$ cat src/shared/pmst_pkg.sv
// Constants and carrier types for the trap, idle timer and SMI status register bank
package pmst_pkg;
    // Register indices on the configuration port
    localparam logic [7:0] IDX_ENABLE_ONE     = 8'h80;
    localparam logic [7:0] IDX_ENABLE_THREE   = 8'h82;
    localparam logic [7:0] IDX_ENABLE_FOUR    = 8'h83;
    localparam logic [7:0] IDX_MIRROR_ONE     = 8'h84;
    localparam logic [7:0] IDX_MIRROR_TWO     = 8'h85;
    localparam logic [7:0] IDX_MIRROR_THREE   = 8'h86;
    localparam logic [7:0] IDX_GT1_COUNT      = 8'h88;
    localparam logic [7:0] IDX_GT1_EVENTS     = 8'h89;
    localparam logic [7:0] IDX_GT2_COUNT      = 8'h8A;
    localparam logic [7:0] IDX_GT_CONTROL     = 8'h8B;
    localparam logic [7:0] IDX_VGA_COUNT      = 8'h8E;
    localparam logic [7:0] IDX_RANGE_SELECT   = 8'h93;
    localparam logic [7:0] IDX_GPIO_SMI_EN    = 8'h97;
    localparam logic [7:0] IDX_SEC_DISK_COUNT = 8'hAC;
    localparam logic [7:0] IDX_CLEAR_ONE      = 8'hF4;
    localparam logic [7:0] IDX_CLEAR_TWO      = 8'hF5;
    localparam logic [7:0] IDX_CLEAR_THREE    = 8'hF6;
    localparam logic [7:0] RESET_BYTE         = 8'h00;

    // Slots of the writable configuration array
    localparam int NUM_CFG = 12;
    localparam int CFG_EN1 = 0, CFG_EN3 = 1, CFG_EN4 = 2, CFG_GT1C = 3, CFG_GT1E = 4, CFG_GT2C = 5;
    localparam int CFG_GTC = 6, CFG_VGAC = 7, CFG_RSEL = 8, CFG_GSMI = 9, CFG_SDC = 10, CFG_SPARE = 11;
    localparam logic [7:0] CFG_IDX [NUM_CFG] = '{IDX_ENABLE_ONE, IDX_ENABLE_THREE, IDX_ENABLE_FOUR,
        IDX_GT1_COUNT, IDX_GT1_EVENTS, IDX_GT2_COUNT, IDX_GT_CONTROL, IDX_VGA_COUNT,
        IDX_RANGE_SELECT, IDX_GPIO_SMI_EN, IDX_SEC_DISK_COUNT, 8'h8C};

    // Field positions
    localparam int EN1_IDLE = 1, EN1_TRAPS = 2;
    localparam int EN3_PDISK = 0, EN3_FLOPPY = 1, EN3_PARSER = 2, EN3_VIDEO = 7;
    localparam int EN4_GT1 = 0, EN4_GT2 = 1, EN4_RETRACE = 2, EN4_VGA = 3;
    localparam int EN4_GAME = 4, EN4_ACPI = 5, EN4_SDISK_TRAP = 6, EN4_SDISK_IDLE = 7;
    localparam int RS_SDISK = 4, RS_PDISK = 5, GTC_GPIO7_RELOAD = 5;
    localparam int PSS_VIDEO = 0, PSS_RETRACE = 7, GPIO_GT2_PIN = 7;
    localparam int M1_GAME = 4;
    localparam int M3_PDISK = 0, M3_FLOPPY = 1, M3_PARSER = 2, M3_SDISK_IDLE = 4, M3_SDISK_TRAP = 5, M3_VIDEO = 7;
    localparam logic [1:0] COM_SEL_COM1 = 2'b10;
    localparam logic [1:0] COM_SEL_COM2 = 2'b11;

    // Timer slots
    localparam int NUM_TIMERS = 4;
    localparam int T_SDISK = 0, T_VGA = 1, T_GT2 = 2, T_GT1 = 3;

    // Port addresses; eight-byte blocks compare addr[15:3]
    localparam logic [15:0] PORT_LPT1 = 16'h0378, PORT_LPT1_X = 16'h0778, PORT_LPT1_XE = 16'h077A;
    localparam logic [15:0] PORT_LPT2 = 16'h0278, PORT_LPT2_X = 16'h0678, PORT_LPT2_XE = 16'h067A;
    localparam logic [15:0] PORT_COM1 = 16'h03F8, PORT_COM2 = 16'h02F8;
    localparam logic [15:0] PORT_COM3 = 16'h03E8, PORT_COM4 = 16'h02E8;
    localparam logic [15:0] PORT_FLOPPY [8] = '{16'h03F2, 16'h03F4, 16'h03F5, 16'h03F7,
                                               16'h0372, 16'h0373, 16'h0375, 16'h0377};
    localparam logic [15:0] PORT_GAME = 16'h0200;
    localparam logic [15:0] PORT_DISK_P = 16'h01F0, PORT_DISK_P_ALT = 16'h03F6;
    localparam logic [15:0] PORT_DISK_S = 16'h0170, PORT_DISK_S_ALT = 16'h0376;

    typedef struct packed {
        logic        valid;
        logic        write;
        logic [15:0] addr;
    } pmst_io_t;

    typedef struct packed {
        logic top_bit9;
        logic top_bit6;
        logic top_bit5;
        logic top_bit0;
    } pmst_smi_t;
endpackage

$ cat src/rtl/pmst_trap_idle_status.sv
// Device traps, secondary disk idle, VGA and general timers, and second level SMI status mirrors
//
// The strobed register port was left to the implementer.
`timescale 1ns/1ps

// Summary of operation
// - Parallel/serial trap fires SMI on LPT1, LPT2, COM3, COM4 accesses.
// - COM2 excluded when routing select is 11, COM1 when it is 10.
// - Floppy trap fires SMI on the eight primary and secondary floppy ports.
// - Primary disk trap fires SMI within the range chosen by select bit 5.
// - Secondary disk idle timer loads, reloads on access, fires on expiry.
// - Secondary disk trap fires SMI on access, flagged in mirror three bit 5.
// - ACPI timer SMI fires on each toggle of the timer MSB.
// - Game port read SMI on reads to 200h and 201h; writes enabled elsewhere.
// - VGA timer runs when enabled, SMI at zero, independent of power management.
// - VGA timer loads its count only on the enable rising transition.
// - VGA timer SMI shows only in top-level bit 6.
// - Video retrace SMI from serial status bit 7, only in top-level bit 5.
// - General timer two runs when enabled, SMI on expiry, reload on pin 7.
// - General timer one runs when enabled, SMI on expiry, reload on selected events.
// - Traps, idle, game, GPIO, ACPI go to top bit 0; general timers bit 9.
// - Mirror read keeps status; counterpart read at upper index clears it.
// - Mirror one bit 4 flags game port SMI; bits 7 to 5 read zero.
// - Mirror one bits 3:0 flag pins 7,5,4,3 when GPIO, input and SMI-enabled.
// - Mirror two flags the eight device idle timer expiries.
// - Mirror three flags video, secondary idle, parallel/serial, floppy, primary disk.
// - Device traps need the global trap enable.
// - Idle timers count only with global idle enable; clearing freezes them.
module pmst_trap_idle_status (
    input  wire logic                mclk,
    input  wire logic                reset,
    input  wire logic                ce,
    input  wire logic [7:0]          reg_addr,
    input  wire logic [7:0]          reg_wdata,
    input  wire logic                reg_wr,
    input  wire logic                reg_rd,
    output logic [7:0]               reg_rdata,
    input  wire pmst_pkg::pmst_io_t  io,
    input  wire logic [7:0]          processor_serial_status,
    input  wire logic                acpi_timer_msb,
    input  wire logic [7:0]          gpio_in,
    input  wire logic [7:0]          gpio_is_gpio,
    input  wire logic [7:0]          gpio_is_input,
    input  wire logic                game_write_smi_en,
    input  wire logic [7:0]          other_idle_expire,
    input  wire logic [6:0]          gt1_events,
    input  wire logic                idle_tick,
    input  wire logic                vga_tick,
    input  wire logic                gt1_tick,
    input  wire logic                gt2_tick,
    output pmst_pkg::pmst_smi_t      smi
);
    logic [7:0]          cfg_r [pmst_pkg::NUM_CFG];
    logic [7:0]          rdata_r;
    logic [7:0]          rdata_nxt;
    logic [4:0]          m1_r;
    logic [7:0]          m2_r;
    logic [7:0]          m3_r;
    logic [4:0]          m1_set;
    logic [7:0]          m2_set;
    logic [7:0]          m3_set;
    pmst_pkg::pmst_smi_t smi_r;
    pmst_pkg::pmst_smi_t smi_nxt;
    logic [7:0]          gpio_d_r;
    logic [7:0]          pss_d_r;
    logic                acpi_d_r;

    wire [7:0] en1  = cfg_r[pmst_pkg::CFG_EN1];
    wire [7:0] en3  = cfg_r[pmst_pkg::CFG_EN3];
    wire [7:0] en4  = cfg_r[pmst_pkg::CFG_EN4];
    wire [7:0] rsel = cfg_r[pmst_pkg::CFG_RSEL];
    wire [7:0] gsmi = cfg_r[pmst_pkg::CFG_GSMI];

    function automatic logic blk8(input logic [15:0] a, input logic [15:0] base);
        blk8 = (a[15:3] == base[15:3]);
    endfunction

    function automatic logic span(input logic [15:0] a, input logic [15:0] lo, input logic [15:0] hi);
        span = (a >= lo) && (a <= hi);
    endfunction

    // Address decode of the host I/O access
    wire [15:0] a          = io.addr;
    wire        lpt_hit    = blk8(a, pmst_pkg::PORT_LPT1) | span(a, pmst_pkg::PORT_LPT1_X, pmst_pkg::PORT_LPT1_XE)
                           | blk8(a, pmst_pkg::PORT_LPT2) | span(a, pmst_pkg::PORT_LPT2_X, pmst_pkg::PORT_LPT2_XE);
    wire        com1_hit   = blk8(a, pmst_pkg::PORT_COM1) & (rsel[1:0] != pmst_pkg::COM_SEL_COM1);
    wire        com2_hit   = blk8(a, pmst_pkg::PORT_COM2) & (rsel[1:0] != pmst_pkg::COM_SEL_COM2);
    wire        com34_hit  = blk8(a, pmst_pkg::PORT_COM3) | blk8(a, pmst_pkg::PORT_COM4);
    wire        parser_hit = lpt_hit | com1_hit | com2_hit | com34_hit;
    logic       floppy_hit;
    always_comb begin
        floppy_hit = 1'b0;
        for (int i = 0; i < 8; i++) begin
            floppy_hit = floppy_hit | (a == pmst_pkg::PORT_FLOPPY[i]);
        end
    end
    // Select bit low: task file block only; high: also the alternate status pair
    wire        pdisk_hit  = blk8(a, pmst_pkg::PORT_DISK_P)
                           | (rsel[pmst_pkg::RS_PDISK] & (a[15:1] == pmst_pkg::PORT_DISK_P_ALT[15:1]));
    wire        sdisk_hit  = blk8(a, pmst_pkg::PORT_DISK_S)
                           | (rsel[pmst_pkg::RS_SDISK] & (a[15:1] == pmst_pkg::PORT_DISK_S_ALT[15:1]));
    wire        game_hit   = (a[15:1] == pmst_pkg::PORT_GAME[15:1]);

    // Edge detection on pin-level inputs
    wire [7:0]  gpio_edge    = gpio_in ^ gpio_d_r;
    wire        video_rise   = processor_serial_status[pmst_pkg::PSS_VIDEO] & ~pss_d_r[pmst_pkg::PSS_VIDEO];
    wire        retrace_rise = processor_serial_status[pmst_pkg::PSS_RETRACE] & ~pss_d_r[pmst_pkg::PSS_RETRACE];
    wire        gpio7_rise   = gpio_in[pmst_pkg::GPIO_GT2_PIN] & ~gpio_d_r[pmst_pkg::GPIO_GT2_PIN];

    // SMI events
    wire        traps_on     = en1[pmst_pkg::EN1_TRAPS];
    wire        acc          = io.valid;
    wire        ev_parser    = traps_on & en3[pmst_pkg::EN3_PARSER] & acc & parser_hit;
    wire        ev_floppy    = traps_on & en3[pmst_pkg::EN3_FLOPPY] & acc & floppy_hit;
    wire        ev_pdisk     = traps_on & en3[pmst_pkg::EN3_PDISK] & acc & pdisk_hit;
    wire        ev_video     = traps_on & en3[pmst_pkg::EN3_VIDEO] & video_rise;
    wire        ev_sdisk     = traps_on & en4[pmst_pkg::EN4_SDISK_TRAP] & acc & sdisk_hit;
    wire        ev_acpi      = en4[pmst_pkg::EN4_ACPI] & (acpi_timer_msb ^ acpi_d_r);
    wire        ev_game      = acc & game_hit
                             & ((~io.write & en4[pmst_pkg::EN4_GAME]) | (io.write & game_write_smi_en));
    wire        ev_retrace   = en4[pmst_pkg::EN4_RETRACE] & retrace_rise;
    wire [3:0]  gpio_sel_edge = {gpio_edge[7], gpio_edge[5], gpio_edge[4], gpio_edge[3]};
    wire [3:0]  gpio_ok      = {gpio_is_gpio[7] & gpio_is_input[7], gpio_is_gpio[5] & gpio_is_input[5],
                                gpio_is_gpio[4] & gpio_is_input[4], gpio_is_gpio[3] & gpio_is_input[3]};
    wire [3:0]  ev_gpio      = gpio_sel_edge & gpio_ok & gsmi[3:0];

    // Timers: one slot each for secondary disk idle, VGA, general two, general one
    logic [pmst_pkg::NUM_TIMERS-1:0] tm_en;
    logic [pmst_pkg::NUM_TIMERS-1:0] tm_reload;
    logic [pmst_pkg::NUM_TIMERS-1:0] tm_run;
    logic [pmst_pkg::NUM_TIMERS-1:0] tm_tick;
    logic [pmst_pkg::NUM_TIMERS-1:0] tm_armed_r;
    logic [pmst_pkg::NUM_TIMERS-1:0] tm_en_d_r;
    logic [pmst_pkg::NUM_TIMERS-1:0] tm_fire_r;
    logic [7:0]                      tm_load [pmst_pkg::NUM_TIMERS];
    logic [7:0]                      tm_cnt_r [pmst_pkg::NUM_TIMERS];

    assign tm_en     = {en4[pmst_pkg::EN4_GT1], en4[pmst_pkg::EN4_GT2], en4[pmst_pkg::EN4_VGA],
                        en4[pmst_pkg::EN4_SDISK_IDLE]};
    // Idle timer freezes with the global idle enable; the others ignore it
    assign tm_run    = {1'b1, 1'b1, 1'b1, en1[pmst_pkg::EN1_IDLE]};
    assign tm_tick   = {gt1_tick, gt2_tick, vga_tick, idle_tick};
    assign tm_reload = {|(gt1_events & cfg_r[pmst_pkg::CFG_GT1E][6:0]),
                        cfg_r[pmst_pkg::CFG_GTC][pmst_pkg::GTC_GPIO7_RELOAD] & gpio7_rise,
                        1'b0,
                        en1[pmst_pkg::EN1_IDLE] & acc & sdisk_hit};
    assign tm_load[pmst_pkg::T_SDISK] = cfg_r[pmst_pkg::CFG_SDC];
    assign tm_load[pmst_pkg::T_VGA]   = cfg_r[pmst_pkg::CFG_VGAC];
    assign tm_load[pmst_pkg::T_GT2]   = cfg_r[pmst_pkg::CFG_GT2C];
    assign tm_load[pmst_pkg::T_GT1]   = cfg_r[pmst_pkg::CFG_GT1C];

    for (genvar t = 0; t < pmst_pkg::NUM_TIMERS; t++) begin : g_timer
        wire start  = tm_en[t] & ~tm_en_d_r[t];
        wire expire = tm_armed_r[t] & tm_run[t] & (tm_cnt_r[t] == 8'h00);
        always_ff @(posedge mclk) begin
            if (reset) begin
                tm_cnt_r[t]   <= 8'h00;
                tm_armed_r[t] <= 1'b0;
                tm_en_d_r[t]  <= 1'b0;
                tm_fire_r[t]  <= 1'b0;
            end else if (ce) begin
                tm_en_d_r[t] <= tm_en[t];
                tm_fire_r[t] <= tm_en[t] & ~start & expire;
                if (!tm_en[t]) begin
                    tm_armed_r[t] <= 1'b0;
                end else if (start || (tm_reload[t] && tm_armed_r[t])) begin
                    tm_cnt_r[t]   <= tm_load[t];
                    tm_armed_r[t] <= 1'b1;
                end else if (expire) begin
                    tm_armed_r[t] <= 1'b0;
                end else if (tm_armed_r[t] && tm_run[t] && tm_tick[t]) begin
                    tm_cnt_r[t] <= tm_cnt_r[t] - 8'h01;
                end
            end
        end
    end

    // Configuration registers
    for (genvar i = 0; i < pmst_pkg::NUM_CFG; i++) begin : g_cfg
        wire we = reg_wr & (reg_addr == pmst_pkg::CFG_IDX[i]);
        always_ff @(posedge mclk) begin
            if (reset) begin
                cfg_r[i] <= pmst_pkg::RESET_BYTE;
            end else if (ce && we) begin
                cfg_r[i] <= reg_wdata;
            end
        end
    end

    // Status mirrors: set wins over the clear-on-read of the counterpart
    wire clr1 = reg_rd & (reg_addr == pmst_pkg::IDX_CLEAR_ONE);
    wire clr2 = reg_rd & (reg_addr == pmst_pkg::IDX_CLEAR_TWO);
    wire clr3 = reg_rd & (reg_addr == pmst_pkg::IDX_CLEAR_THREE);
    assign m1_set = {ev_game, ev_gpio};
    assign m2_set = other_idle_expire;
    assign m3_set = {ev_video, 1'b0, ev_sdisk, tm_fire_r[pmst_pkg::T_SDISK], 1'b0,
                     ev_parser, ev_floppy, ev_pdisk};

    always_ff @(posedge mclk) begin
        if (reset) begin
            m1_r <= 5'h00;
            m2_r <= pmst_pkg::RESET_BYTE;
            m3_r <= pmst_pkg::RESET_BYTE;
        end else if (ce) begin
            m1_r <= m1_set | (m1_r & ~{5{clr1}});
            m2_r <= m2_set | (m2_r & ~{8{clr2}});
            m3_r <= m3_set | (m3_r & ~{8{clr3}});
        end
    end

    // Top-level SMI pulses
    assign smi_nxt.top_bit0 = (|m1_set) | (|m2_set) | (|m3_set) | ev_acpi;
    assign smi_nxt.top_bit9 = tm_fire_r[pmst_pkg::T_GT1] | tm_fire_r[pmst_pkg::T_GT2];
    assign smi_nxt.top_bit6 = tm_fire_r[pmst_pkg::T_VGA];
    assign smi_nxt.top_bit5 = ev_retrace;

    // Read mux; unmapped indices read zero
    always_comb begin
        rdata_nxt = 8'h00;
        for (int i = 0; i < pmst_pkg::NUM_CFG; i++) begin
            if (reg_addr == pmst_pkg::CFG_IDX[i]) begin
                rdata_nxt = cfg_r[i];
            end
        end
        if (reg_addr == pmst_pkg::IDX_MIRROR_ONE || reg_addr == pmst_pkg::IDX_CLEAR_ONE) begin
            rdata_nxt = {3'b000, m1_r};
        end
        if (reg_addr == pmst_pkg::IDX_MIRROR_TWO || reg_addr == pmst_pkg::IDX_CLEAR_TWO) begin
            rdata_nxt = m2_r;
        end
        if (reg_addr == pmst_pkg::IDX_MIRROR_THREE || reg_addr == pmst_pkg::IDX_CLEAR_THREE) begin
            rdata_nxt = m3_r;
        end
    end

    always_ff @(posedge mclk) begin
        if (reset) begin
            rdata_r  <= 8'h00;
            smi_r    <= '0;
            gpio_d_r <= 8'h00;
            pss_d_r  <= 8'h00;
            acpi_d_r <= 1'b0;
        end else if (ce) begin
            rdata_r  <= reg_rd ? rdata_nxt : 8'h00;
            smi_r    <= smi_nxt;
            gpio_d_r <= gpio_in;
            pss_d_r  <= processor_serial_status;
            acpi_d_r <= acpi_timer_msb;
        end
    end

    assign reg_rdata = rdata_r;
    assign smi       = smi_r;

    property p_parser_trap;
        @(posedge mclk) disable iff (reset)
        ce && traps_on && en3[pmst_pkg::EN3_PARSER] && acc && blk8(a, pmst_pkg::PORT_COM4)
        |=> smi.top_bit0 && m3_r[pmst_pkg::M3_PARSER];
    endproperty
    a_parser_trap: assert property (p_parser_trap) else $error("parser trap missed");

    property p_com2_excluded;
        @(posedge mclk) disable iff (reset)
        ce && acc && blk8(a, pmst_pkg::PORT_COM2) && rsel[1:0] == pmst_pkg::COM_SEL_COM2
        && !m3_r[pmst_pkg::M3_PARSER] |=> !m3_r[pmst_pkg::M3_PARSER];
    endproperty
    a_com2_excluded: assert property (p_com2_excluded) else $error("excluded COM2 trapped");

    property p_floppy_trap;
        @(posedge mclk) disable iff (reset)
        ce && traps_on && en3[pmst_pkg::EN3_FLOPPY] && acc && a == 16'h0375 |=> m3_r[pmst_pkg::M3_FLOPPY];
    endproperty
    a_floppy_trap: assert property (p_floppy_trap) else $error("floppy trap missed");

    property p_vga_load;
        @(posedge mclk) disable iff (reset)
        ce && en4[pmst_pkg::EN4_VGA] && !tm_en_d_r[pmst_pkg::T_VGA]
        |=> tm_cnt_r[pmst_pkg::T_VGA] == $past(cfg_r[pmst_pkg::CFG_VGAC]) && tm_armed_r[pmst_pkg::T_VGA];
    endproperty
    a_vga_load: assert property (p_vga_load) else $error("VGA timer not loaded");

    property p_vga_smi;
        @(posedge mclk) disable iff (reset)
        ce && tm_fire_r[pmst_pkg::T_VGA] |=> smi.top_bit6;
    endproperty
    a_vga_smi: assert property (p_vga_smi) else $error("VGA SMI not reported");

    property p_retrace;
        @(posedge mclk) disable iff (reset)
        ce && en4[pmst_pkg::EN4_RETRACE] && retrace_rise |=> smi.top_bit5 ##1 !smi.top_bit5 || $past(ev_retrace);
    endproperty
    a_retrace: assert property (p_retrace) else $error("retrace SMI wrong");

    property p_clear_read;
        @(posedge mclk) disable iff (reset)
        ce && clr3 && m3_set == 8'h00 |=> m3_r == 8'h00 && reg_rdata == $past(m3_r);
    endproperty
    a_clear_read: assert property (p_clear_read) else $error("counterpart read did not clear");

    property p_mirror_keep;
        @(posedge mclk) disable iff (reset)
        ce && reg_rd && reg_addr == pmst_pkg::IDX_MIRROR_THREE |=> (m3_r & $past(m3_r)) == $past(m3_r);
    endproperty
    a_mirror_keep: assert property (p_mirror_keep) else $error("mirror read cleared status");

    property p_trap_gate;
        @(posedge mclk) disable iff (reset)
        ce && !traps_on |=> (m3_r & ~$past(m3_r) & 8'hEF) == 8'h00;
    endproperty
    a_trap_gate: assert property (p_trap_gate) else $error("trap without global enable");

    property p_idle_freeze;
        @(posedge mclk) disable iff (reset)
        ce && !en1[pmst_pkg::EN1_IDLE] && tm_en_d_r[pmst_pkg::T_SDISK] && tm_en[pmst_pkg::T_SDISK]
        |=> tm_cnt_r[pmst_pkg::T_SDISK] == $past(tm_cnt_r[pmst_pkg::T_SDISK]) && !tm_fire_r[pmst_pkg::T_SDISK];
    endproperty
    a_idle_freeze: assert property (p_idle_freeze) else $error("idle timer moved while frozen");
endmodule

$ cat config.mk
export PLATFORM = sky130hd
export DESIGN_NAME = pmst_trap_idle_status
export DESIGN_NICKNAME = d
export VERILOG_FILES = /design/src/shared/pmst_pkg.sv /design/src/rtl/pmst_trap_idle_status.sv
export SDC_FILE = /design/constraint.sdc
export NUM_CORES = 1
export LEC_CHECK = 0
export ABC_AREA = 1
export BUFFER_PORTS_ARGS = -buffer_cell sky130_fd_sc_hd__buf_2
export CAP_MARGIN = 20
export CORE_ASPECT_RATIO = 1.2
export CORE_MARGIN = 10
export CORE_UTILIZATION = 41
export DETAILED_ROUTE_END_ITERATION = 7
export PLACE_DENSITY = 0.67
export REMOVE_ABC_BUFFERS = 1
export SYNTH_ARGS = -nofsm -noshare
export SYNTH_HDL_FRONTEND = slang
export SYNTH_SLANG_ARGS = --single-unit
$ cat constraint.sdc
create_clock -name mclk -period 1.9 [get_ports mclk]
set_input_delay 0.19 -clock mclk [delete_from_list [all_inputs] [get_ports mclk]]
set_output_delay 0.19 -clock mclk [all_outputs]
set_load 0.01 [all_outputs]
After elaboration in Yosys (flattened, before gate mapping)
Memory sizes are Yosys's and may differ from the RTL's.
Index checks and enable logic that the tools add are counted.
W data, S select, Z words.
- bits in registers: 62
- memory bits (writable): 128
- word-level logic and storage cells: 383
- memories kept: 2
- memories (name ; words ; width ; read ports ; clocked after memory_dff ; wr ports ; RTL line ; text):
    cfg_r ; 12 ; 8 ; 12 ; 0 ; 12 ; pmst_trap_idle_status.sv:53 ; logic [7:0] cfg_r [pmst_pkg::NUM_CFG];
    tm_cnt_r ; 4 ; 8 ; 4 ; 0 ; 4 ; pmst_trap_idle_status.sv:136 ; logic [7:0] tm_cnt_r [pmst_pkg::NUM_TIMERS];
- $add $sub $neg: 4
- order comparisons: 4
- equal/unequal tests: 43
- mux-type cells: 134
- bitwise logic cells: 133
- reduce and logical (&&, ||, !) cells: 40
- operators by type and width (cell ; number):
    $mux W8 ; 36
    $eq A8 B8 Y1 const B ; 18
    $eq A16 B10 Y1 const B ; 8
    $mux W1 ; 98
    $eq A13 B7 Y1 const B ; 6
    $and A1 B1 Y1 ; 66
    $eq A15 B9 Y1 const B ; 3
    $or A1 B1 Y1 ; 41
    $ge A16 B11 Y1 const B ; 2
    $le A16 B11 Y1 const B ; 2
    $logic_not A8 Y1 ; 4
    $sub A8 B1 Y8 const B ; 4
    $eq A13 B6 Y1 const B ; 2
    $logic_and A1 B1 Y1 ; 22
    $and A8 B8 Y8 ; 2
    $not A8 Y8 ; 2
    $or A8 B8 Y8 ; 2
    $ne A3 B1 Y1 const B ; 4
    $not A1 Y1 ; 12
    $and A4 B4 Y4 ; 2
    $reduce_and A2 Y1 ; 4
    $reduce_or A8 Y1 ; 1
    $xor A8 B8 Y8 ; 1
    $and A7 B7 Y7 ; 1
    other kinds (9) ; 15

Depth between registers and ports, before layout
- depth after elaboration: 17
- depth in mapped cells: 18
- depth with buffers taken out: 17

Worst setup path after synthesis
Ideal clock, no wire load.
- path kind: register to register
- start: memory tm_cnt_r[1][0]
- end: memory tm_cnt_r[1][0] (enable)
- library setup time: 0.329 ns
- arrival time: 1.649 ns
- required time: 1.571 ns
- slack: -0.077 ns
- cell stages (with the launch flop): 12
- path through: edfxtp_1 -> inv_1 -> ha_1 -> nand2_1 -> nor2_1 -> nand2_1 -> nor2_1 -> nand3_1 -> nand2_1 -> nor4_2 -> inv_1 -> nand2_1
- RTL lines (item ; RTL line):
    start, declared ; pmst_trap_idle_status.sv:136

==> results.cfg <==
[outcome]
outcome = complete, but fails checks
failed_checks = negative setup slack

[timing]
fin_worst_skew_ns = 0.0109
hold_viol_final = 0
rsz0062_at_grt = true
slew_violations = 0
finalCritPeriodShare_pct = 104
period_minus_slack_ns = 1.98
fin_ws_ns = -0.0848
slew_headroom_pct = 52.1
tightest_slew_ns = 0.718
holdWs_ns = 0.00747
setup_viol = 1
fmax_mhz = 504

[placement]
dp_hpwl_mm = 20.4
gp_congestion = 0.918
io_buffers = 85
place_area_sq_um = 10700
dp_worst_setup_slack_ns = -0.112

[clocking]
cts_tree = done
cts_buffers = 17
cts.path.max_buffers = 2
htreeDepth = 4
cts_sinks = 180
root_buffer = clkbuf_16
path_clk_slew_ns = 0.07
worstSkewPairLatency_ns = 0.44

[pwr]
ir_worst_vdd_uv = 688
p_per_area_nw_per_um2 = 765
cellLeakagePower_uw = 0.00506
p_total_uw = 9000

[routing]
first_pass_iters = 5
num_vias = 8396
drtIter0Drc = 611
detail-route-antenna-nets = 0
vias_per_cell = 5.29
wl_per_cell_microns = 17.6
wl_mm = 27.9
drc = 0

[worst_setup_path]
reg2reg_to = tm_cnt_r[2][4]
path_class = register to register
worstRegToRegCells = 9
r2r_start = cfg_r[0][17]
crit_family = buffers and inverters
critical_path_arrival_ns = 2.19
end_kind = register
cp_slowest_cell = edfxtp_1
crit_path_start = cfg_r[0][17]
startpoint_type = register
critPathBufInv = 4
rrSetupSlack_ns = -0.08
path_cells = inv_1 > o21ai_2 > nor2_2 > nand2_2 > nor4_4 > clkinvlp_4 > buf_6 > o21ai_2 > inv_1
crit_fanout = 4
cp.required_ns = 2.10
max_stage_delay_ns = 0.48

[logic_synthesis]
yosys.area.top_type = edfxtp_1
ys_types = 57
postSynth.asyncResetShare_pct = 0
synth_sequential_area_ratio_pct = 52.1
yosys_warnings = 0
synthFlopType = edfxtp_1
synth_seq_cells = 180
syn_avg_cell_area_sq_um = 8.44
yosysTopAreaCellShare_pct = 41.0
synth.area.top_cells = edfxtp_1 41%, dfxtp_1 11%, nand2_1 8.2%
synth_cells = 1112
synth_area_sq_um = 9380
synth_edf_count = 128

[global_route]
grt_antenna_before_repair = 2
grt_max_degree = 47
grt_use_total_pct = 19.1
grt_pass1_vias = 8361
grt-ovfl-total = 0
grt_pass1_wl_mm = 43.6

[cells_and_area]
syn2layout_area_growth_pct = 25.5
fill_cells = 2016
fin_nets = 1389
final_layout_size_suffix_gt1_share_pct = 26.2
post-route-util_pct = 52.4
final_design_area_no_fill_sq_um = 11800

[floorplan]
dieArea_sq_um = 29400
dieWidth_microns = 158
core_area_sq_um = 22400
rows = 60
die_h_microns = 186
start_util_pct = 41.8
io_pins = 104

[min_path]
hold_path_end = m2_r[4]
worstHoldStart = other_idle_expire[4]
hold_path_class = input pin to register
whs_path_depth = 3

[run]
maxCapViolations = 0
==> through the flow <==
step / std cells / setup TNS (ns)
2_1_floorplan: 1075 / -89.03
4_1_cts: 1575 / -0.163
3_3_place_gp: 1524 / -1.70
3_5_place_dp: 1524 / -2.87
5_1_grt: 1585 / -1.36
6_report: 1586 / -0.0848
==> area by class of cell <==
cell class	instances	area [sq um]	area share [%]
repair buffers	197	1370	11.6
flip-flops and latches	180	4890	41.5
multi-input cells	733	3940	33.5
inverters	162	613	5.21
well taps	279	349	2.97
clock buffers	21	514	4.37
clock inverters	11	86.3	0.733
diodes	2	5.00	0.0425
repair inverters	1	7.51	0.0638
==> sequential cells by signal, indices dropped and copies added (netlist names) <==
name,flops
acpi_d_r,1
tm_en_d_r,4
tm_fire_r,2
tm_cnt_r,32
m1_r,5
reg_rdata,8
m2_r,8
smi_nxt,1
m3_set,1
cfg_r,96
tm_armed_r,4
gpio_d_r,4
pss_d_r,2
smi,4
m3_r,8
==> worst max-delay path by stage <==
stage                     slack (ns)  cells past startpoint              to
after detailed placement       -0.11                     16    reg_rdata[3]
after global placement         -0.09                     15    reg_rdata[4]
after floorplan                -0.95                      5  tm_cnt_r[1][0]
after global routing           -0.18                      9  tm_cnt_r[2][4]
final                          -0.08                      9  tm_cnt_r[2][4]
after CTS                      -0.03                     10  tm_cnt_r[0][7]
==> cells in the mapped netlist, types with 8 or more instances <==
library cell	count
a21oi_1	29
clkbuf_1	26
dfxtp_1	52
edfxtp_1	128
inv_1	142
inv_2	19
nand2_1	206
nand3_1	84
nand4_1	35
nor2_1	166
nor3_1	11
o21ai_0	64
o22ai_1	10
o31ai_1	8
xnor2_1	11
xor2_1	12
==> cells by family after synthesis <==
| kind of cell | after synthesis | synth area share, % |
|---|---|---|
| adder cells (fa/ha/maj) | 5 | 0.667 |
| AND/OR/NAND/NOR | 557 | 27.3 |
| buffers and inverters | 199 | 8.32 |
| AO/OA/AOI/OAI | 148 | 9.49 |
| XOR/XNOR | 23 | 2.15 |
| flip-flops | 180 | 52.1 |
==> power breakdown <==
part / internal [uW] / switching, uW
Combinational: 361 / 572
Clock: 1970 / 1590
Sequential: 4390 / 119
Total: 6720 / 2280
==> what timing repair did <==
item                                    4_1_cts  5_1_grt
endpoints found under the setup margin       48       64
pin swaps                                     8        7
resized for setup                            17       56
cloned                                        0        1
hold endpoints to repair                      2        0
hold buffers                                  2        0
buffers inserted                             17        8
==> layer usage <==
metal	wire, microns	global-route usage, %	part of all wire [%]	vias to the layer above
li1	-	-	-	4082
met1	11100	22.7	40	3980
met2	14400	33.2	52	285
met3	1690	3.49	6.0	49
met4	771	7.27	2.8	0
met5	0	0	0	-
==> layout by cell type, fill, tap and decap left out, drive strengths merged, types with 3 or more instances in the layout <==
| master | count |
|---|---|
| nand4 | 36 |
| o211ai | 3 |
| nor4 | 9 |
| inv | 167 |
| dfxtp | 52 |
| xnor2 | 11 |
| o22ai | 10 |
| a21oi | 34 |
| or2 | 6 |
| xor2 | 12 |
| o31ai | 8 |
| edfxtp | 128 |
| o2111ai | 3 |
| nor3 | 12 |
| nor2 | 180 |
| ha | 5 |
| clkbuf | 21 |
| clkinv | 6 |
| o32ai | 7 |
| nand2 | 215 |
| o21ai | 72 |
| buf | 195 |
| nand3 | 89 |
==> worst register-to-register path, stage by stage (launching register included) <==
cell        delay (ns)
edfxtp_1          0.48
inv_1             0.16
o21ai_2           0.08
nor2_2            0.14
nand2_2           0.09
nor4_4            0.27
clkinvlp_4        0.23
buf_6             0.15
o21ai_2           0.11
inv_1             0.04
(Power assumes the default switching activity.)
